[src/shared/pstate_pkg.sv]
// Constants, types and helpers shared by the performance-state controller
package pstate_pkg;

    // ****************************************
    // Sizes
    // ****************************************
    localparam int NCORES  = 4;
    localparam int RATIO_W = 8;
    localparam int VID_W   = 8;
    localparam int CNT_W   = 3;

    // ****************************************
    // Timing (clock 100 MHz)
    // ****************************************
    localparam int CLK_NS        = 10;
    localparam int RAMP_STEP_NS  = 100;
    localparam int RAMP_STEP_CYC = (RAMP_STEP_NS + CLK_NS - 1) / CLK_NS;
    localparam int WIN_TICK_NS   = 1000;
    localparam int WIN_TICK_CYC  = WIN_TICK_NS / CLK_NS;

    // ****************************************
    // Reset values and voltage table
    // ****************************************
    localparam logic [RATIO_W-1:0] RATIO_RESET = 8'h08;
    localparam logic [VID_W-1:0]   VID_RESET   = 8'h24;
    localparam logic [VID_W-1:0]   VID_BASE    = 8'h20;
    localparam logic [VID_W-1:0]   VID_MAX     = 8'hff;

    typedef enum logic [1:0] {
        ST_IDLE,
        ST_VRAMP,
        ST_PLL_DROP,
        ST_PLL_WAIT
    } state_t;

    // Voltage code grows with ratio and with the number of running cores
    function automatic logic [VID_W-1:0] vid_of(input logic [RATIO_W-1:0] ratio, input logic [CNT_W-1:0] cnt);
        logic [VID_W:0] sum;
        sum = {1'b0, VID_BASE} + {2'b00, ratio[RATIO_W-1:1]} + {5'h00, cnt, 1'b0};
        return sum[VID_W] ? VID_MAX : sum[VID_W-1:0];
    endfunction : vid_of

endpackage : pstate_pkg

[src/shared/ramp_if.sv]
// Carrier between the transition sequencer and the voltage ramp
`timescale 1ns/1ps
interface ramp_if;
    logic [7:0] target;
    logic [7:0] level;
    logic       done;

    modport ctrl (output target, input level, input done);
    modport ramp (input target, output level, output done);
endinterface : ramp_if

[src/logic/pstate_transition_ctrl.sv]
// Performance-state transition controller: request resolve and V/F sequencing
// What this block does
// - Frequency comes from software-written requests, or from the autonomous choice when auto_en is set
// - Voltage follows selected frequency and active count
// - Voltage settles first, then PLL relocks
// - One shared operating point for all cores
// - Highest requested frequency among active cores wins
// - Requests accepted in any cycle; a later write to a core replaces one not yet taken
// - Requests during a transition wait for its end
// - Voltage ramp rate limited internally, glitch free
// - Software-named or hardware-chosen state modes
// - Autonomous choice bounded by min, max, window
`timescale 1ns/1ps
module pstate_transition_ctrl (
    input  wire logic                                   clk,
    input  wire logic                                   rst,
    input  wire logic [pstate_pkg::NCORES-1:0]          core_active,
    input  wire logic [pstate_pkg::NCORES-1:0]          req_we,
    input  wire logic [pstate_pkg::NCORES*8-1:0]        req_ratio,
    input  wire logic                                   auto_en,
    input  wire logic [pstate_pkg::RATIO_W-1:0]         auto_min,
    input  wire logic [pstate_pkg::RATIO_W-1:0]         auto_max,
    input  wire logic [7:0]                             activity_window,
    input  wire logic [pstate_pkg::RATIO_W-1:0]         demand_ratio,
    input  wire logic [pstate_pkg::RATIO_W-1:0]         thermal_cap,
    input  wire logic                                   pll_lock,
    output logic [pstate_pkg::RATIO_W-1:0]              pll_ratio,
    output logic                                        pll_relock,
    output logic [pstate_pkg::VID_W-1:0]                vid_code,
    output logic [pstate_pkg::RATIO_W-1:0]              applied_ratio,
    output logic                                        busy
);
    import pstate_pkg::*;

    // ****************************************
    // Declarations
    // ****************************************
    ramp_if rp ();

    logic [RATIO_W-1:0] req_ff [NCORES];
    logic [RATIO_W-1:0] max_chain [NCORES+1];
    logic [CNT_W-1:0]   cnt_chain [NCORES+1];
    logic [2:0]         lock_q_ff;
    logic               lock_ok_ff;
    logic [7:0]         us_div_ff;
    logic [7:0]         win_cnt_ff;
    logic [RATIO_W-1:0] auto_ratio_ff;
    state_t             state_ff;
    state_t             nxt_state;
    logic [RATIO_W-1:0] goal_ratio_ff;
    logic [VID_W-1:0]   goal_vid_ff;
    logic [RATIO_W-1:0] pll_ratio_ff;
    logic               pll_relock_ff;
    logic [RATIO_W-1:0] cur_ratio_ff;
    logic               busy_ff;

    wire                us_tick;
    wire                win_end;
    wire [RATIO_W-1:0]  sw_target;
    wire [RATIO_W-1:0]  cool_ratio;
    wire [RATIO_W-1:0]  capped_ratio;
    wire [RATIO_W-1:0]  bounded_ratio;
    wire [RATIO_W-1:0]  target;
    wire [CNT_W-1:0]    active_cnt;
    wire [VID_W-1:0]    target_vid;
    wire                need_change;
    wire                ratio_same;

    // ****************************************
    // Request capture and resolution
    // ****************************************
    assign max_chain[0] = '0;
    assign cnt_chain[0] = '0;

    genvar gi;
    generate
        for (gi = 0; gi < NCORES; gi++) begin : g_core
            always_ff @(posedge clk or posedge rst) begin
                if (rst) begin
                    req_ff[gi] <= RATIO_RESET;
                end else if (req_we[gi]) begin
                    req_ff[gi] <= req_ratio[gi*8 +: 8];
                end
            end
            // Idle cores take no part in the vote
            assign max_chain[gi+1] = (core_active[gi] && req_ff[gi] > max_chain[gi]) ? req_ff[gi] : max_chain[gi];
            assign cnt_chain[gi+1] = cnt_chain[gi] + CNT_W'(core_active[gi]);

        end
    endgenerate

    // With no core running, hold the present point rather than drop to zero
    assign sw_target  = (core_active == '0) ? cur_ratio_ff : max_chain[NCORES];
    assign active_cnt = cnt_chain[NCORES];

    // ****************************************
    // Autonomous choice
    // ****************************************
    assign us_tick       = (us_div_ff == 8'(WIN_TICK_CYC - 1));
    assign win_end       = us_tick && (win_cnt_ff >= activity_window);
    assign cool_ratio    = (demand_ratio > thermal_cap) ? thermal_cap : demand_ratio;
    assign capped_ratio  = (cool_ratio > auto_max) ? auto_max : cool_ratio;
    // Min wins over max if software programs them crossed
    assign bounded_ratio = (capped_ratio < auto_min) ? auto_min : capped_ratio;
    assign target        = auto_en ? auto_ratio_ff : sw_target;

    always_ff @(posedge clk or posedge rst) begin
        if (rst) begin
            us_div_ff     <= 8'h00;
            win_cnt_ff    <= 8'h00;
            auto_ratio_ff <= RATIO_RESET;
        end else begin
            us_div_ff  <= us_tick ? 8'h00 : us_div_ff + 8'h01;
            win_cnt_ff <= win_end ? 8'h00 : (us_tick ? win_cnt_ff + 8'h01 : win_cnt_ff);
            if (win_end || !auto_en) begin
                auto_ratio_ff <= bounded_ratio;
            end
        end
    end

    // ****************************************
    // PLL lock synchroniser
    // ****************************************
    always_ff @(posedge clk or posedge rst) begin
        if (rst) begin
            lock_q_ff  <= 3'h0;
            lock_ok_ff <= 1'b0;
        end else begin
            lock_q_ff <= {lock_q_ff[1:0], pll_lock};
            if (lock_q_ff[1] == lock_q_ff[2]) begin
                lock_ok_ff <= lock_q_ff[2];
            end
        end
    end

    // ****************************************
    // Transition sequencer
    // ****************************************
    // Voltage point from the single shared ratio
    assign target_vid  = vid_of(target, active_cnt);
    assign need_change = (target != cur_ratio_ff) || (target_vid != rp.level);
    assign ratio_same  = (goal_ratio_ff == cur_ratio_ff);
    assign rp.target   = goal_vid_ff;

    // Requests keep landing in req_ff while busy and are picked up in idle
    always_comb begin
        nxt_state = state_ff;
        unique case (state_ff)
            ST_IDLE:     if (need_change) nxt_state = ST_VRAMP;
            ST_VRAMP:    if (rp.done) nxt_state = ratio_same ? ST_IDLE : ST_PLL_DROP;
            ST_PLL_DROP: if (!lock_ok_ff) nxt_state = ST_PLL_WAIT;
            ST_PLL_WAIT: if (lock_ok_ff) nxt_state = ST_IDLE;
        endcase
    end

    always_ff @(posedge clk or posedge rst) begin
        if (rst) begin
            state_ff      <= ST_IDLE;
            goal_ratio_ff <= RATIO_RESET;
            goal_vid_ff   <= VID_RESET;
            pll_ratio_ff  <= RATIO_RESET;
            pll_relock_ff <= 1'b0;
            cur_ratio_ff  <= RATIO_RESET;
            busy_ff       <= 1'b0;
        end else begin
            state_ff <= nxt_state;
            busy_ff  <= (nxt_state != ST_IDLE);
            if (state_ff == ST_IDLE && need_change) begin
                goal_ratio_ff <= target;
                goal_vid_ff   <= target_vid;
            end
            if (state_ff == ST_VRAMP && rp.done && !ratio_same) begin
                pll_ratio_ff  <= goal_ratio_ff;
                pll_relock_ff <= 1'b1;
            end
            if (state_ff == ST_PLL_WAIT && lock_ok_ff) begin
                pll_relock_ff <= 1'b0;
                cur_ratio_ff  <= goal_ratio_ff;
            end
        end
    end

    voltage_ramp u_ramp (
        .clk (clk),
        .rst (rst),
        .rp  (rp.ramp)
    );

    assign pll_ratio     = pll_ratio_ff;
    assign pll_relock    = pll_relock_ff;
    assign vid_code      = rp.level;
    assign applied_ratio = cur_ratio_ff;
    assign busy          = busy_ff;
endmodule : pstate_transition_ctrl

[src/logic/voltage_ramp.sv]
// Voltage code ramp: one step per paced tick toward the target
`timescale 1ns/1ps
module voltage_ramp (
    input  wire logic clk,
    input  wire logic rst,
    ramp_if.ramp      rp
);
    import pstate_pkg::*;

    logic [7:0]         div_ff;
    logic [VID_W-1:0]   level_ff;
    logic               tick;
    logic               go_up;
    logic               go_dn;
    logic [VID_W-1:0]   nxt_level;

    assign tick      = (div_ff == 8'(RAMP_STEP_CYC - 1));
    assign go_up     = tick && (level_ff < rp.target);
    assign go_dn     = tick && (level_ff > rp.target);
    // Single-code steps keep the supply glitch-free
    assign nxt_level = go_up ? level_ff + 8'h01 : (go_dn ? level_ff - 8'h01 : level_ff);
    assign rp.level  = level_ff;
    assign rp.done   = (level_ff == rp.target);

    always_ff @(posedge clk or posedge rst) begin
        if (rst) begin
            div_ff   <= 8'h00;
            level_ff <= VID_RESET;
        end else begin
            div_ff   <= tick ? 8'h00 : div_ff + 8'h01;
            level_ff <= nxt_level;
        end
    end
endmodule : voltage_ramp

[config.mk]
export PLATFORM = sky130hd
export DESIGN_NAME = pstate_transition_ctrl
export DESIGN_NICKNAME = d
export VERILOG_FILES = /design/src/shared/pstate_pkg.sv /design/src/shared/ramp_if.sv /design/src/logic/pstate_transition_ctrl.sv /design/src/logic/voltage_ramp.sv
export SDC_FILE = /design/constraint.sdc
export NUM_CORES = 1
export LEC_CHECK = 0
export ABC_AREA = 1
export ABC_CLOCK_PERIOD_IN_PS = 6800
export BUFFER_PORTS_ARGS = -buffer_cell sky130_fd_sc_hd__buf_2
export CELL_PAD_IN_SITES_DETAIL_PLACEMENT = 0
export CELL_PAD_IN_SITES_GLOBAL_PLACEMENT = 1
export CORE_MARGIN = 3
export CORE_UTILIZATION = 39
export CTS_CLUSTER_DIAMETER = 200
export DETAILED_ROUTE_END_ITERATION = 10
export PLACE_DENSITY_LB_ADDON = 0.08
export SLEW_MARGIN = 20
export SYNTH_ARGS = -nofsm -noshare
export SYNTH_HDL_FRONTEND = slang
export SYNTH_SLANG_ARGS = --single-unit
export TNS_END_PERCENT = 5
[constraint.sdc]
create_clock -name clk -period 6.8 [get_ports clk]
set_input_delay 1.02 -clock clk [delete_from_list [all_inputs] [get_ports clk]]
set_output_delay 1.02 -clock clk [all_outputs]
set_load 0.01 [all_outputs]
# ---- Word level (Yosys, flattened, before mapping)
# Cells that the tools add are included.
dict set report word_totals {
  regBits 112
  in_bits 84
  output_inout_bits 26
  wordCells 93
}
dict set report classes {
  n_addsub 10
  n_lt_le_gt_ge 10
  n_eq_ne 10
  n_mux 24
  n_reduce_logical 21
}
# op count
set op_table {}
lappend op_table {{$mux W8} 16}
lappend op_table {{$gt A8 B8 Y1} 6}
lappend op_table {{$add A8 B1 Y8 const B} 4}
lappend op_table {{$eq A8 B8 Y1} 2}
lappend op_table {{$lt A8 B8 Y1} 2}
lappend op_table {{$ne A8 B8 Y1} 2}
lappend op_table {{$logic_and A1 B1 Y1} 11}
lappend op_table {{$mux W2} 5}
lappend op_table {{$add A8 B4 Y9} 1}
lappend op_table {{$add A6 B7 Y8 const A} 1}
lappend op_table {{$eq A8 B4 Y1 const B} 1}
lappend op_table {{$eq A8 B7 Y1 const B} 1}
lappend op_table {{$ge A8 B8 Y1} 1}
lappend op_table {{$gt A8 B1 Y1 const B} 1}
lappend op_table {{$pmux W2 S4} 1}
lappend op_table {{$reduce_bool A2 Y1} 4}
lappend op_table {{$sub A8 B1 Y8 const B} 1}
lappend op_table {{$eq A2 B2 Y1 const B} 2}
lappend op_table {{$logic_not A4 Y1} 1}
lappend op_table {{$add A2 B1 Y3} 1}
lappend op_table {{$add A3 B1 Y3} 1}
lappend op_table {{$add A1 B1 Y2} 1}
lappend op_table {{$eq A2 B1 Y1 const B} 1}
lappend op_table {{$logic_not A1 Y1} 2}
lappend op_table {{other kinds (4)} 6}

# ---- Logic depth before layout (Yosys ltp)
dict set report logic_depth {
  ltp_word 22
  mapped_depth 55
  depth_no_buf 52
}

# ---- Cells and area by module
# A second synthesis with hierarchy kept.
dict set report hier_totals {
  cells_unflattened 1050
  area_unflattened_um2 7920.1
}
# mod n_inst cells_each area_per_inst_um2 seq_area_each_um2
set by_module_without_submodules {}
lappend by_module_without_submodules {pstate_transition_ctrl 1 876 6621.4 2389.8}
lappend by_module_without_submodules {voltage_ramp 1 174 1298.7 402.9}

# ---- Least setup slack after synthesis
# No wires, ideal clock.
dict set report synth_path {
  path_kind {input to register}
  startpoint {input core_active[0] in the netlist's numbering}
  endpoint {register busy_ff (netlist: busy)}
  setup_ps 128
  arrival_ps 7107
  required_ps 6672
  setup_slack_ps -435
  path_stages 41
  n_path_buf 3
  cell_sequence {inv_1 -> nor2_4 -> nand2_1 -> ha_1 -> a21o_1 -> nor2_1 -> nand2_2 -> nand2_2 -> clkbuf_1 -> nand2_1 -> o21ai_0 -> ha_1 -> nand2_1 -> nor2_1 -> a211oi_1 -> nand2_8 -> nand2_8 -> nand2_2 -> [5 not listed] -> nand3_1 -> nand2_1 -> nand2_1 -> nand2_1 -> inv_1 -> ha_1 -> fa_1 -> xor2_1 -> xor2_1 -> nor3_1 -> nand2_1 -> nor2_1 -> nand3_1 -> nor2_4 -> nand3_4 -> nand2_4 -> buf_8 -> nand3_1}
}
dict set report synth_via {
  elab_chain_len 21
  word_cells_on_any_way 26
  classes_between {5 x add/sub; 3 x order compare; 2 x eq/ne; 9 x mux; 7 x reduce/logical}
}
# item line
set synth_lines {}
lappend synth_lines {{start: declaration} pstate_transition_ctrl.sv:17} ;# input wire logic [pstate_pkg::NCORES-1:0] core_active,
lappend synth_lines {{$logic_and A1 B1 Y1} pstate_transition_ctrl.sv:86} ;# assign max_chain[gi+1] = (core_active[gi] && req_ff[gi] > max_chain[gi]) ? req_ff[gi] : max_chain[gi];
lappend synth_lines {{$mux W8} pstate_transition_ctrl.sv:86}
lappend synth_lines {{$gt A8 B8 Y1} pstate_transition_ctrl.sv:86}
lappend synth_lines {{$logic_and A1 B1 Y1} pstate_transition_ctrl.sv:86}
lappend synth_lines {{$mux W8} pstate_transition_ctrl.sv:86}
lappend synth_lines {{$gt A8 B8 Y1} pstate_transition_ctrl.sv:86}
lappend synth_lines {{$logic_and A1 B1 Y1} pstate_transition_ctrl.sv:86}
lappend synth_lines {{$mux W8} pstate_transition_ctrl.sv:86}
lappend synth_lines {{[5 not listed]} -}
lappend synth_lines {{named net target[2]} pstate_transition_ctrl.sv:63} ;# wire [RATIO_W-1:0] target;
lappend synth_lines {{$add A6 B7 Y8} pstate_pkg.sv:39} ;# sum = {1'b0, VID_BASE} + {2'b00, ratio[RATIO_W-1:1]} + {5'h00, cnt, 1'b0};
lappend synth_lines {{$add A8 B4 Y9} pstate_pkg.sv:39}
lappend synth_lines {{$mux W8} pstate_pkg.sv:40} ;# return sum[VID_W] ? VID_MAX : sum[VID_W-1:0];
lappend synth_lines {{$ne A8 B8 Y1} pstate_transition_ctrl.sv:141} ;# assign need_change = (target != cur_ratio_ff) || (target_vid != rp.level);
lappend synth_lines {{$logic_or A1 B1 Y1 *} pstate_transition_ctrl.sv:141}
lappend synth_lines {{$mux W2 *} pstate_transition_ctrl.sv:149} ;# ST_IDLE: if (need_change) nxt_state = ST_VRAMP;
lappend synth_lines {{$pmux W2 S4 *} pstate_transition_ctrl.sv:148} ;# unique case (state_ff)
lappend synth_lines {{$reduce_bool A2 Y1 *} pstate_transition_ctrl.sv:167} ;# busy_ff <= (nxt_state != ST_IDLE);
lappend synth_lines {{end signal: assignment} pstate_transition_ctrl.sv:167}
lappend synth_lines {{end: declaration} pstate_transition_ctrl.sv:55} ;# logic busy_ff;
# Mark *: on every way through the listed nets, which the timed path passes. The rest lies on a longest branch.
# A chain may end at the register's enable or synchronous reset.

# ---- Final worst setup path
dict set report layout_path {
  startpoint {input core_active[0] in the netlist's numbering}
  endpoint {register goal_ratio_ff[2]}
}
dict set report layout_via {
  elab_chain_len 19
  word_cells_on_any_way 24
  classes_between {5 x add/sub; 3 x order compare; 2 x eq/ne; 7 x mux; 7 x reduce/logical}
}
# item line
set layout_lines {}
lappend layout_lines {{$logic_and A1 B1 Y1} pstate_transition_ctrl.sv:86}
lappend layout_lines {{$mux W8} pstate_transition_ctrl.sv:86}
lappend layout_lines {{$gt A8 B8 Y1} pstate_transition_ctrl.sv:86}
lappend layout_lines {{$logic_and A1 B1 Y1} pstate_transition_ctrl.sv:86}
lappend layout_lines {{$mux W8} pstate_transition_ctrl.sv:86}
lappend layout_lines {{$gt A8 B8 Y1} pstate_transition_ctrl.sv:86}
lappend layout_lines {{$logic_and A1 B1 Y1} pstate_transition_ctrl.sv:86}
lappend layout_lines {{$mux W8} pstate_transition_ctrl.sv:86}
lappend layout_lines {{[4 not listed]} -}
lappend layout_lines {{$mux W8 *} pstate_transition_ctrl.sv:105} ;# assign target = auto_en ? auto_ratio_ff : sw_target;
lappend layout_lines {{named net target[2]} pstate_transition_ctrl.sv:63}
lappend layout_lines {{$add A6 B7 Y8} pstate_pkg.sv:39}
lappend layout_lines {{$add A8 B4 Y9} pstate_pkg.sv:39}
lappend layout_lines {{$mux W8} pstate_pkg.sv:40}
lappend layout_lines {{$ne A8 B8 Y1} pstate_transition_ctrl.sv:141}
lappend layout_lines {{$logic_or A1 B1 Y1} pstate_transition_ctrl.sv:141}
lappend layout_lines {{$logic_and A1 B1 Y1} pstate_transition_ctrl.sv:168} ;# if (state_ff == ST_IDLE && need_change) begin
lappend layout_lines {{end signal: assignment} pstate_transition_ctrl.sv:169} ;# goal_ratio_ff <= target;
lappend layout_lines {{end: declaration} pstate_transition_ctrl.sv:50} ;# logic [RATIO_W-1:0] goal_ratio_ff;
# Marks and branches as above.

==> impl_metrics.json <==
{
  "status": "complete, no violations",
  "worstPathArrival_ns": 6.93,
  "post-route-util": 0.512,
  "initial_core_util": 0.405,
  "fillers": 1913,
  "clkTransAtPathRegs_ns": 0.08,
  "reg2reg_to": "goal_ratio_ff[2]",
  "finalCritPeriodShare": 0.983,
  "synth_top_area_frac": 0.319,
  "switching_share": 0.426,
  "ir_worst_vdd_uv": 142,
  "wl_per_cell_microns": 13.1,
  "grt-ovfl-total": 0,
  "cts_buffers": 9,
  "antenna_found_initial": 0,
  "worstHoldPathType": "reg2reg",
  "gp_congestion": 0.814,
  "grt_start_max_net_pins": 76,
  "ys.flop_type": "dfrtp_1",
  "clk_path_buf_depth": 2,
  "yosysMostFrequentCell": "nand2_1",
  "endpoint": "goal_ratio_ff[2]",
  "core_sq_um": 19100,
  "path_class": "in2reg",
  "timing.rr.start": "req_ff[27]",
  "path_depth": 44,
  "synthCells": 1010,
  "yosysUniqueCellTypes": 49,
  "stdcell_count": 1448,
  "die_area_sq_um": 21600,
  "end_kind": "flop",
  "routed_wl_microns": 19000,
  "synthTopCellsByArea": "dfrtp_1 (32%), ha_1 (13%), nand2_1 (12%), inv_1 (8.1%), o21ai_0 (6.0%)",
  "power_frac_comb": 0.518,
  "avgSynthCellArea_sq_um": 7.68,
  "grt_pass1_wl_microns": 32000,
  "nNetsFinal": 1348,
  "dieHeight_microns": 147,
  "cts_tree": "done",
  "area_growth_pct": 26.2,
  "die_x_microns": 147,
  "start_kind": "input port",
  "grtUsageTotal": 0.180,
  "drt_iter0_markers": 312,
  "hpwl_microns": 15000,
  "finalPower_mw": 3.13,
  "fmax_ghz": 0.150,
  "cpMaxStageDelayCell": "fa_2",
  "synth_common_cells": "nand2_1 (244), inv_1 (167), dfrtp_1 (99)",
  "dpl_cell_area_sq_um": 9050,
  "tightest_slew_ns": 0.980,
  "htree_levels": 3,
  "power_density_nw_per_um2": 319,
  "seq_area_frac_synth": 0.360,
  "synthArstFlopShare": 1.00,
  "rr_worst_depth": 45,
  "hold_buffers": 0,
  "worstPathMaxFanout": 8,
  "via_count": 6732,
  "placed_cells": 1423,
  "num_antenna_cells": 0,
  "cp_data_required_time_ns": 7.05,
  "power_frac_seq": 0.314,
  "cp-startpoint": "core_active[0]",
  "drc": 0,
  "clock_latency_ns": 0.36,
  "slowest_delay_ns": 0.39,
  "drv_slew": 0,
  "intPower_mw": 1.80,
  "clkPwrFrac": 0.168,
  "maxCapViolCount": 0,
  "vias_per_cell": 4.65,
  "drt-pass1-iter-count": 4,
  "clock_sinks": 111,
  "ys_warn_count": 0,
  "tns_ns": 0,
  "p_switching_mw": 1.33,
  "worst-r2r-setup-slack_ns": 0.20,
  "layout-drive-gt1-share": 0.281,
  "synth_area_leader_cell": "dfrtp_1",
  "finalClockSkew_ns": 0.0130,
  "synth_area_sq_um": 7760,
  "ys_ff_latch": 111,
  "fin_area_sq_um": 9790,
  "clock-root-buffer": "clkbuf_16",
  "ioPinCount": 110,
  "hold_violations": 0,
  "first_global_vias": 6442,
  "rsz0062_at_grt": "yes",
  "rows": 50,
  "syn-num-nets": 1175,
  "setup_viol": 0,
  "critPathTopFamily": "simple AND/OR/NAND/NOR gates",
  "min_period_ns": 6.69,
  "slew_headroom": 0.344,
  "antenna_left": 0,
  "p_leak_nw": 5.13,
  "synth_edf_count": 0,
  "io_buffers": 109,
  "crit_buf_inv": 7
}
-- through the flow --
step | hold WS (ns) | setup slack [ns]
2_1_floorplan | 0.331 | -0.0598
3_3_place_gp | 0.343 | -0.293
3_5_place_dp | 0.346 | -0.458
4_1_cts | 0.367 | 0.00687
5_1_grt | 0.381 | -0.271
6_report | 0.365 | 0.115
-- logic make-up (layout without fill, tap and decap cells) --
family | count (synthesis) | in the layout | share of synthesized area
multiplexers | 17 | 17 | 0.0247
AND/OR/NAND/NOR | 433 | 434 | 0.254
AO/OA/AOI/OAI | 163 | 163 | 0.115
buffers and inverters | 187 | 364 | 0.0931
flip-flops | 111 | 111 | 0.360
XOR/XNOR | 17 | 17 | 0.0192
adder cells (fa/ha/maj) | 82 | 82 | 0.135
-- sequential cells by signal, summed over array words and instances, names as in the netlist, 3 cells and up --
register         count
goal_ratio_ff        8
pll_ratio            8
goal_vid_ff          7
win_cnt_ff           8
auto_ratio_ff        8
us_div_ff            8
applied_ratio        8
lock_q_ff            3
u_ramp.rp.level      8
u_ramp.div_ff        8
req_ff              32
-- timing repair --
item / CTS / global route
endpoints found under the hold margin: 0 / 0
endpoints found under the setup margin: 17 / 17
cloned: 0 / 1
pin swaps: 0 / 49
resized for setup: 2 / 80
buffers inserted: 0 / 8
-- worst register-to-register path, delay by kind of cell, from the launching register on --
family                   cells  cell delay (ns)
AND/OR/NAND/NOR             27             2.55
XOR/XNOR                     2             0.31
buffers and inverters        6             0.52
AO/OA/AOI/OAI                5             1.18
flip-flops                   1             0.54
adder cells (fa/ha/maj)      5             1.38
-- worst min-delay path by stage --
stage / start / to / slack [ns] / depth (start not counted)
finish: lock_q_ff[0] / lock_q_ff[1] / 0.36 / 0
global placement: lock_q_ff[0] / lock_q_ff[1] / 0.34 / 0
global route: lock_q_ff[0] / lock_q_ff[1] / 0.38 / 0
CTS: lock_q_ff[0] / lock_q_ff[1] / 0.37 / 0
detailed placement: lock_q_ff[0] / lock_q_ff[1] / 0.35 / 0
floorplan: lock_q_ff[0] / lock_q_ff[1] / 0.33 / 0
-- metal layers --
metal,global-route usage,routed length [microns],part of all wire,up-vias
met2,0.290,8760,0.46,100
met4,0.0415,182,0.0096,0
met3,0.0278,724,0.038,14
met1,0.257,9320,0.49,3009
met5,0,0,0,-
li1,-,-,-,3609
-- layout make-up --
type,instances,area [sq um],share of cell area
Clock buffer,9,225,0.0230
Tap cell,260,325,0.0332
Timing Repair Buffer,180,1110,0.114
Inverter,168,638,0.0652
Sequential cell,111,2790,0.285
Multi-Input combinational cell,713,4630,0.473
Clock inverter,7,63.8,0.00652
-- power by group through the flow --
stage	sequential (mW)	combinational, mW	clock (mW)
final	0.982	1.62	0.526
after global placement	0.993	1.50	0
after global routing	1.01	1.87	0.568
after CTS	0.981	1.53	0.542
after detailed placement	0.992	1.51	0
after floorplan	0.964	1.07	0
-- cells in the final DEF (no fill, tap or decap), types with 17 or more instances in the layout --
cell type | Yosys | routed
nand3_1 | 69 | 64
o21ai_0 | 93 | 88
buf_2 | 1 | 108
nand2_2 | 19 | 35
mux2_2 | 17 | 17
ha_1 | 78 | 66
nor2_1 | 49 | 47
buf_4 | 0 | 66
a21oi_1 | 43 | 40
inv_1 | 167 | 161
nand2_1 | 244 | 223
dfrtp_1 | 99 | 99
Power figures use the tool's default switching activity.
